$ cat src/logic/ccs_defines.vh
// Constants for the CPU clock switch sequencer: register map, field layout, reset
// values and timing counts.
// Assumes inclusion by bare name from the design files of this block.
`ifndef CCS_DEFINES_VH
`define CCS_DEFINES_VH

// Register byte addresses on the AXI4-Lite bus.
`define CCS_ADDR_W        4
`define CCS_REG_CTRL      4'h0
`define CCS_REG_STAT      4'h4

// Fields of processor_clock_ctrl.
`define CCS_DIV_MSB       2
`define CCS_DIV_LSB       0
`define CCS_SRC_BIT       4
`define CCS_IND_BIT       5
`define CCS_STOP_BIT      7
`define CCS_CTRL_RESET    8'h04
`define CCS_DIV_SLOWEST   3'h4

// Fields of the status register.
`define CCS_STAT_STAB_BIT 0
`define CCS_STAT_PEND_BIT 1
`define CCS_STAT_SUB_BIT  2
`define CCS_STAT_OSC_BIT  3

// Switchover delay in instructions.
`define CCS_DLY_W         5
`define CCS_DLY_MAX       5'h10
`define CCS_DLY_MIN       5'h01

// Oscillation stabilization wait in main clock periods.
`define CCS_STAB_PERIODS  131072
`define CCS_STAB_W        18

// AXI responses.
`define CCS_RESP_OKAY     2'h0
`define CCS_RESP_SLVERR   2'h2

`endif

$ cat src/logic/ccs_clock_switch.v
// CPU clock switch sequencer with processor_clock_ctrl over AXI4-Lite.
// Assumes i_clk is the main system clock, the CPU pulses i_instr_done once per
// instruction, and the subsystem oscillator stable flag arrives asynchronously.
//
// Our own choices: the placing of the registers and register access over AXI4-Lite.
`timescale 1ns/1ps
`include "ccs_defines.vh"

module ccs_clock_switch #(
  parameter STAB_CYCLES = `CCS_STAB_PERIODS
) (
  // Clock and reset
  input  wire                    i_clk,
  input  wire                    i_rstn,
  // AXI4-Lite write address
  input  wire                    s_axi_awvalid,
  output wire                    s_axi_awready,
  input  wire [`CCS_ADDR_W-1:0]  s_axi_awaddr,
  input  wire [2:0]              s_axi_awprot,
  // AXI4-Lite write data
  input  wire                    s_axi_wvalid,
  output wire                    s_axi_wready,
  input  wire [31:0]             s_axi_wdata,
  input  wire [3:0]              s_axi_wstrb,
  // AXI4-Lite write response
  output wire                    s_axi_bvalid,
  input  wire                    s_axi_bready,
  output wire [1:0]              s_axi_bresp,
  // AXI4-Lite read address
  input  wire                    s_axi_arvalid,
  output wire                    s_axi_arready,
  input  wire [`CCS_ADDR_W-1:0]  s_axi_araddr,
  input  wire [2:0]              s_axi_arprot,
  // AXI4-Lite read data
  output wire                    s_axi_rvalid,
  input  wire                    s_axi_rready,
  output wire [31:0]             s_axi_rdata,
  output wire [1:0]              s_axi_rresp,
  // CPU and oscillators
  input  wire                    i_instr_done,
  input  wire                    i_sub_osc_stable,
  output wire                    o_cpu_hold,
  output wire                    o_main_osc_en,
  output wire                    o_cpu_src_sub,
  output wire [2:0]              o_cpu_div
);

  // Instructions the old clock keeps running for, per the old setting.
  function [`CCS_DLY_W-1:0] ccs_delay;
    input       old_sub;
    input [2:0] old_div;
    begin
      if (old_sub || old_div[2]) begin
        ccs_delay = `CCS_DLY_MIN;
      end else begin
        ccs_delay = `CCS_DLY_MAX >> old_div[1:0];
      end
    end
  endfunction

  // Bus state.
  reg                    aw_held_ff;
  reg [`CCS_ADDR_W-1:0]  aw_addr_ff;
  reg                    w_held_ff;
  reg [31:0]             w_data_ff;
  reg [3:0]              w_strb_ff;
  reg                    bvalid_ff;
  reg [1:0]              bresp_ff;
  reg                    rvalid_ff;
  reg [31:0]             rdata_ff;
  reg [1:0]              rresp_ff;

  // Control state.
  reg [2:0]              req_div_ff;
  reg                    req_sub_ff;
  reg                    stop_ff;
  reg [2:0]              cur_div_ff;
  reg                    cur_sub_ff;
  reg                    osc_en_ff;
  reg [`CCS_STAB_W-1:0]  stab_cnt_ff;
  reg                    stab_done_ff;
  reg                    sub_meta_ff;
  reg                    sub_sync_ff;

  wire                   wr_fire;
  wire                   wr_ctrl;
  wire                   sw_busy;
  wire                   sw_done;
  wire                   sw_load;
  wire [2:0]             wr_div;
  wire                   wr_sub;
  wire [7:0]             ctrl_rd;
  wire [7:0]             stat_rd;

  assign s_axi_awready = !aw_held_ff && !bvalid_ff;
  assign s_axi_wready  = !w_held_ff && !bvalid_ff;
  assign s_axi_bvalid  = bvalid_ff;
  assign s_axi_bresp   = bresp_ff;
  assign s_axi_arready = !rvalid_ff;
  assign s_axi_rvalid  = rvalid_ff;
  assign s_axi_rdata   = rdata_ff;
  assign s_axi_rresp   = rresp_ff;

  assign wr_fire = aw_held_ff && w_held_ff && !bvalid_ff;
  assign wr_ctrl = wr_fire && (aw_addr_ff == `CCS_REG_CTRL) && w_strb_ff[0];
  assign wr_div  = w_data_ff[`CCS_DIV_MSB:`CCS_DIV_LSB];
  assign wr_sub  = w_data_ff[`CCS_SRC_BIT];
  assign sw_load = wr_ctrl && ((wr_div != cur_div_ff) || (wr_sub != cur_sub_ff));

  assign ctrl_rd = {stop_ff, 1'b0, cur_sub_ff, req_sub_ff, 1'b0, req_div_ff};
  assign stat_rd = {4'h0, osc_en_ff, sub_sync_ff, sw_busy, !stab_done_ff};

  // Write address and data are taken independently, then paired.
  always @(posedge i_clk or negedge i_rstn) begin
    if (!i_rstn) begin
      aw_held_ff <= 1'b0;
      aw_addr_ff <= {`CCS_ADDR_W{1'b0}};
      w_held_ff  <= 1'b0;
      w_data_ff  <= 32'h00000000;
      w_strb_ff  <= 4'h0;
      bvalid_ff  <= 1'b0;
      bresp_ff   <= `CCS_RESP_OKAY;
    end else begin
      if (s_axi_awvalid && s_axi_awready) begin
        aw_held_ff <= 1'b1;
        aw_addr_ff <= s_axi_awaddr;
      end
      if (s_axi_wvalid && s_axi_wready) begin
        w_held_ff <= 1'b1;
        w_data_ff <= s_axi_wdata;
        w_strb_ff <= s_axi_wstrb;
      end
      if (wr_fire) begin
        aw_held_ff <= 1'b0;
        w_held_ff  <= 1'b0;
        bvalid_ff  <= 1'b1;
        if ((aw_addr_ff == `CCS_REG_CTRL) || (aw_addr_ff == `CCS_REG_STAT)) begin
          bresp_ff <= `CCS_RESP_OKAY;
        end else begin
          bresp_ff <= `CCS_RESP_SLVERR;
        end
      end else if (bvalid_ff && s_axi_bready) begin
        bvalid_ff <= 1'b0;
      end
    end
  end

  // Reads answer one cycle after the address is taken.
  always @(posedge i_clk or negedge i_rstn) begin
    if (!i_rstn) begin
      rvalid_ff <= 1'b0;
      rdata_ff  <= 32'h00000000;
      rresp_ff  <= `CCS_RESP_OKAY;
    end else if (s_axi_arvalid && s_axi_arready) begin
      rvalid_ff <= 1'b1;
      rresp_ff  <= `CCS_RESP_OKAY;
      if (s_axi_araddr == `CCS_REG_CTRL) begin
        rdata_ff <= {24'h000000, ctrl_rd};
      end else if (s_axi_araddr == `CCS_REG_STAT) begin
        rdata_ff <= {24'h000000, stat_rd};
      end else begin
        rdata_ff <= 32'h00000000;
        rresp_ff <= `CCS_RESP_SLVERR;
      end
    end else if (rvalid_ff && s_axi_rready) begin
      rvalid_ff <= 1'b0;
    end
  end

  // Subsystem stable flag crosses into i_clk through two flops.
  always @(posedge i_clk or negedge i_rstn) begin
    if (!i_rstn) begin
      sub_meta_ff <= 1'b0;
      sub_sync_ff <= 1'b0;
    end else begin
      sub_meta_ff <= i_sub_osc_stable;
      sub_sync_ff <= sub_meta_ff;
    end
  end

  // Requested settings; leave the write as given.
  always @(posedge i_clk or negedge i_rstn) begin
    if (!i_rstn) begin
      req_div_ff <= `CCS_DIV_SLOWEST;
      req_sub_ff <= 1'b0;
      stop_ff    <= 1'b0;
    end else if (wr_ctrl) begin
      req_div_ff <= wr_div;
      req_sub_ff <= wr_sub;
      stop_ff    <= w_data_ff[`CCS_STOP_BIT];
    end
  end

  ccs_instr_counter u_instr_counter (
    .i_clk      (i_clk),
    .i_rstn     (i_rstn),
    .i_load     (sw_load),
    .i_load_val (ccs_delay(cur_sub_ff, cur_div_ff)),
    .i_tick     (i_instr_done && stab_done_ff),
    .o_busy     (sw_busy),
    .o_done     (sw_done)
  );

  // Active settings move only when the count ends.
  always @(posedge i_clk or negedge i_rstn) begin
    if (!i_rstn) begin
      cur_div_ff <= `CCS_DIV_SLOWEST;
      cur_sub_ff <= 1'b0;
    end else if (sw_done) begin
      cur_div_ff <= req_div_ff;
      cur_sub_ff <= req_sub_ff;
    end
  end

  // Main oscillator: off in reset, stops only once running from subsystem.
  always @(posedge i_clk or negedge i_rstn) begin
    if (!i_rstn) begin
      osc_en_ff <= 1'b0;
    end else begin
      osc_en_ff <= !(stop_ff && cur_sub_ff);
    end
  end

  always @(posedge i_clk or negedge i_rstn) begin
    if (!i_rstn) begin
      stab_cnt_ff  <= {`CCS_STAB_W{1'b0}};
      stab_done_ff <= 1'b0;
    end else if (!stab_done_ff && osc_en_ff) begin
      if (stab_cnt_ff == STAB_CYCLES[`CCS_STAB_W-1:0] - 1'b1) begin
        stab_done_ff <= 1'b1;
      end
      stab_cnt_ff <= stab_cnt_ff + 1'b1;
    end
  end

  // Clearing the stop bit does not re-hold the CPU; software times that wait.
  assign o_cpu_hold    = !stab_done_ff;
  assign o_main_osc_en = osc_en_ff;
  assign o_cpu_src_sub = cur_sub_ff;
  assign o_cpu_div     = cur_div_ff;

endmodule // ccs_clock_switch

$ cat src/logic/ccs_instr_counter.v
// Instruction down-counter for the delayed clock switchover.
// Assumes i_tick is a one-cycle pulse per retired instruction on i_clk.
`timescale 1ns/1ps
`include "ccs_defines.vh"

module ccs_instr_counter (
  // Clock and reset
  input  wire                    i_clk,
  input  wire                    i_rstn,
  // Control
  input  wire                    i_load,
  input  wire [`CCS_DLY_W-1:0]   i_load_val,
  input  wire                    i_tick,
  // Status
  output wire                    o_busy,
  output wire                    o_done
);

  reg [`CCS_DLY_W-1:0] cnt_ff;
  reg [`CCS_DLY_W-1:0] nxt_cnt;

  assign o_busy = (cnt_ff != {`CCS_DLY_W{1'b0}});
  // Last instruction on the old clock finishes the count.
  assign o_done = o_busy && i_tick && (cnt_ff == `CCS_DLY_MIN) && !i_load;

  always @* begin
    nxt_cnt = cnt_ff;
    if (i_load) begin
      nxt_cnt = i_load_val;
    end else if (o_busy && i_tick) begin
      nxt_cnt = cnt_ff - `CCS_DLY_MIN;
    end
  end

  always @(posedge i_clk or negedge i_rstn) begin
    if (!i_rstn) begin
      cnt_ff <= {`CCS_DLY_W{1'b0}};
    end else begin
      cnt_ff <= nxt_cnt;
    end
  end

endmodule // ccs_instr_counter

$ cat config.mk
export PLATFORM = sky130hd
export DESIGN_NAME = ccs_clock_switch
export DESIGN_NICKNAME = d
export VERILOG_FILES = /design/src/logic/ccs_clock_switch.v /design/src/logic/ccs_instr_counter.v
export VERILOG_INCLUDE_DIRS = /design/src /design/src/logic
export SDC_FILE = /design/constraint.sdc
export NUM_CORES = 1
export LEC_CHECK = 0
export BUFFER_PORTS_ARGS = -buffer_cell sky130_fd_sc_hd__buf_2
export CAP_MARGIN = 0
export CORE_ASPECT_RATIO = 0.9
export CORE_MARGIN = 4
export CORE_UTILIZATION = 53
export DETAILED_ROUTE_END_ITERATION = 12
export PLACE_DENSITY = 0.83
export SYNTH_ARGS = -nofsm -noshare
export SYNTH_HDL_FRONTEND = slang
export SYNTH_SLANG_ARGS = --single-unit
$ cat constraint.sdc
create_clock -name i_clk -period 3.1 [get_ports i_clk]
set_clock_uncertainty 0.2 [all_clocks]
set_input_delay 0.62 -clock i_clk [delete_from_list [all_inputs] [get_ports i_clk]]
set_output_delay 0.62 -clock i_clk [all_outputs]
set_load 0.02 [all_outputs]
==> results.md <==
- Sink Count: 59
- Worst-margin pin slew: 685.0 ps
- Status: complete, no violations
- VDD IR-drop max: 0.5336 mV
- Final weighted congestion in routability-driven placement: 0.7316
- Post-synth cell types: 42
- Via count: 1,790
- Cts hold-fix bufs: 0
- Final setup fails: 0
- # H-tree levels: 3
- Ys async rst share: 100.0%
- CTS Root Cell: clkbuf_8
- Initial Utilization: 56.46%
- FP Rows: 24
- Crit path DAT: 2040 ps
- Post-CTS sizing: 0
- Fillcell total: 413
- Total Power: 2171 uW
- P&R area growth vs syn: 13.43%
- Pwr Density: 676.0 nW/um2
- Core Util, Final: 64.05%
- F_max: 492.6 MHz
- Worst-skew pair later-pin latency: 330 ps
- Commonest non-fill, non-tap cells in the layout: dfrtp_1, buf_2, conb_1
- Clock Path Buffers: 2
- Gr ovfl total: 0
- ANT cells: 0
- Share of layout cells above drive strength 1: 28.96%
- Top FF cell, synth: dfrtp_1
- Worst-path maximum fanout: 7
- Kind of path behind the tightest hold check: input pin to async pin
- Synth top area cells: dfrtp_1, buf_4, mux2_2
- Worst reg2reg path depth: 4
- DRT iter0 DRCs: 61
- Synthesized area per cell: 11.60 um2
- Largest area contributor in the netlist: dfrtp_1
- Flop2flop setup slack: 1070 ps
- CP peak stage delay: 450 ps
- Largest net degree at the start of global routing: 31
- Post-Syn Area: 2831 um2
- Setup Crit Path Kind: flip-flop to flip-flop
- Setup tns final: 0 ps
- Buf+Inv Stages, Crit Path: 0
- Global-route wire length before repair: 8.307 mm
- Final Hold Viols: 0
- Initial antenna violation count: 0
- Max cap viols: 0
- Routed wire per std cell: 13.32 um
- Top-area cell type share of the netlist area: 50.38%
- Yosys reg bits: 59
- Number of synthesized flops with an enable pin: 0
- Startpoint types: flip-flop
- Vias in the first global route: 1,749
- Die ar.: 6577 um2
- Worst Path Required: 3110 ps
- Cell count along the critical path: 4
- Synth Warn #: 0
- TritonCTS Buffers: 9
- Detail Route Antenna Nets: 0
- Post-CTS setup buffer count: 0
- Clk slew on worst S/H paths: 70 ps
- HPWL Detailed: 3.675 mm
- GRT Util Overall: 15.96%
- Die Ht: 77.34 um
- FF-to-FF End: o_cpu_div[1]$_DFFE_PN0P_
- Final Max Tran Viols: 0
- Worst path cell trace: nor3_1, nand4b_4, o21ai_2, mux2_1
- Vias/cell: 4.945
- RSZ-0062 raised after global routing: false
- Core Area: 5015 um2
- Fin crit share: 65.48%
- Slew HR: 54.33%
- Sequential area share after synthesis: 52.23%
- 1st-pass router iterations: 4
- Worst path slowest cell: nor3_1
- DRC viols: 0
- Cells after Synth: 244
- Commonest non-fill, non-tap cell in the layout: dfrtp_1
- IO buf count: 42
- Setup crit end kind: flip-flop
- CTS tree: built
- WL final: 4.821 mm
- Ports: 106
- Final worst path period need: 2030 ps
- Crit-path leading delay family: simple AND/OR/NAND/NOR gates
- Die X: 85.05 um
- Nets@finish: 354
- Lkg Pwr: 0.001613 uW
- Critical R2R Launch: aw_addr_ff[1]$_DFFE_PN0P_
## state kept, by name (all words and copies together) (netlist names)
| signal | flops |
|---|---|
| stab_cnt_ff | 18 |
| s_axi_rdata | 7 |
| u_instr_counter.cnt_ff | 5 |
| w_data_ff | 5 |
| aw_addr_ff | 4 |
| o_cpu_div | 3 |
| req_div_ff | 3 |
| aw_held_ff | 1 |
| o_cpu_src_sub | 1 |
| o_main_osc_en | 1 |
| req_sub_ff | 1 |
| s_axi_bresp | 1 |
| s_axi_bvalid | 1 |
| s_axi_rresp | 1 |
| s_axi_rvalid | 1 |
| stab_done_ff | 1 |
| stop_ff | 1 |
| sub_meta_ff | 1 |
| sub_sync_ff | 1 |
| w_held_ff | 1 |
| w_strb_ff | 1 |
## cell families (layout without fill, tap and decap cells)
logic type	Yosys count	after routing	share of synthesized area [%]
muxes	28	28	10.83
other	1	27	0.1324
adders and majority gates	3	3	1.326
AOI/OAI and AO/OA	17	17	3.579
DFF	59	59	52.23
buffers and inverters	37	64	8.528
and+or+nand+nor	75	75	15.95
xor gates and xnor gates	24	24	7.424
## area by class of cell
class                           instances  area (um2)  area share, %
Multi-Input combinational cell        174        1209          37.63
Clock buffer                           11       141.4          4.402
Inverter                                5       18.77         0.5843
Timing Repair Buffer                   43       230.2          7.168
Tap cell                               65       81.33          2.532
Clock inverter                          5       52.55          1.636
Sequential cell                        59        1479          46.05
## metal layers
metal	vias up	share of wire [%]	global-route usage, %
met3	7	7.5	5.720
met5	-	0	0
li1	876	-	-
met2	53	47	25.00
met1	854	44	20.54
met4	0	1.1	5.696
## stage by stage
stage | area, um2 | std cells | setup slack, ps | hold WS (ps)
global route | 3212 | 362 | 916.5 | 169.2
CTS | 3212 | 362 | 1036 | 135.5
finish | 3212 | 362 | 1070 | 129.6
floorplan | 2929 | 270 | 1176 | 124.4
global placement | 3018 | 346 | 1127 | 147.3
detailed placement | 3018 | 346 | 1069 | 152.4
## worst max-delay path by stage
stage | slack [ps] | end | startpoint
final | 1070 | o_cpu_div[1]$_DFFE_PN0P_ | aw_addr_ff[1]$_DFFE_PN0P_
after global routing | 920 | o_cpu_div[1]$_DFFE_PN0P_ | aw_addr_ff[1]$_DFFE_PN0P_
after CTS | 1040 | o_cpu_div[1]$_DFFE_PN0P_ | aw_addr_ff[1]$_DFFE_PN0P_
after detailed placement | 1070 | o_cpu_div[1]$_DFFE_PN0P_ | u_instr_counter.cnt_ff[1]$_DFFE_PN0P_
after global placement | 1130 | o_cpu_div[1]$_DFFE_PN0P_ | u_instr_counter.cnt_ff[1]$_DFFE_PN0P_
after floorplan | 1180 | o_cpu_div[0]$_DFFE_PN0P_ | o_cpu_src_sub$_DFFE_PN0P_
## power by group
part	total [uW]	switching (uW)	internal, uW
logic	455	244	211
clock network	675	286	389
registers	1040	118	924
## worst register-to-register path: stages, from the launching register on
cell and delay, ps:
dfrtp_1 390, nor3_1 450, nand4b_4 240, o21ai_2 280, mux2_1 350
## cells in the mapped netlist, types with 2 or more instances
master and instances:
and2_1 2, o31ai_1 3, inv_1 5, and3_1 3, nand3_1 6, mux2_2 16, a21oi_1 3, nor2_1 11
or3_1 2, xnor2_1 14, nand4b_4 2, nand4_1 4, nor4_1 2, xor2_1 10, ha_1 3, buf_4 27
nand3b_1 3, mux2_1 5, nand2_1 22, dfrtp_1 57, mux2i_1 7, nor3b_1 2, clkbuf_1 4, dfstp_2 2
o21ai_0 8, nor3_1 5
Power figures use the tool's default switching activity.
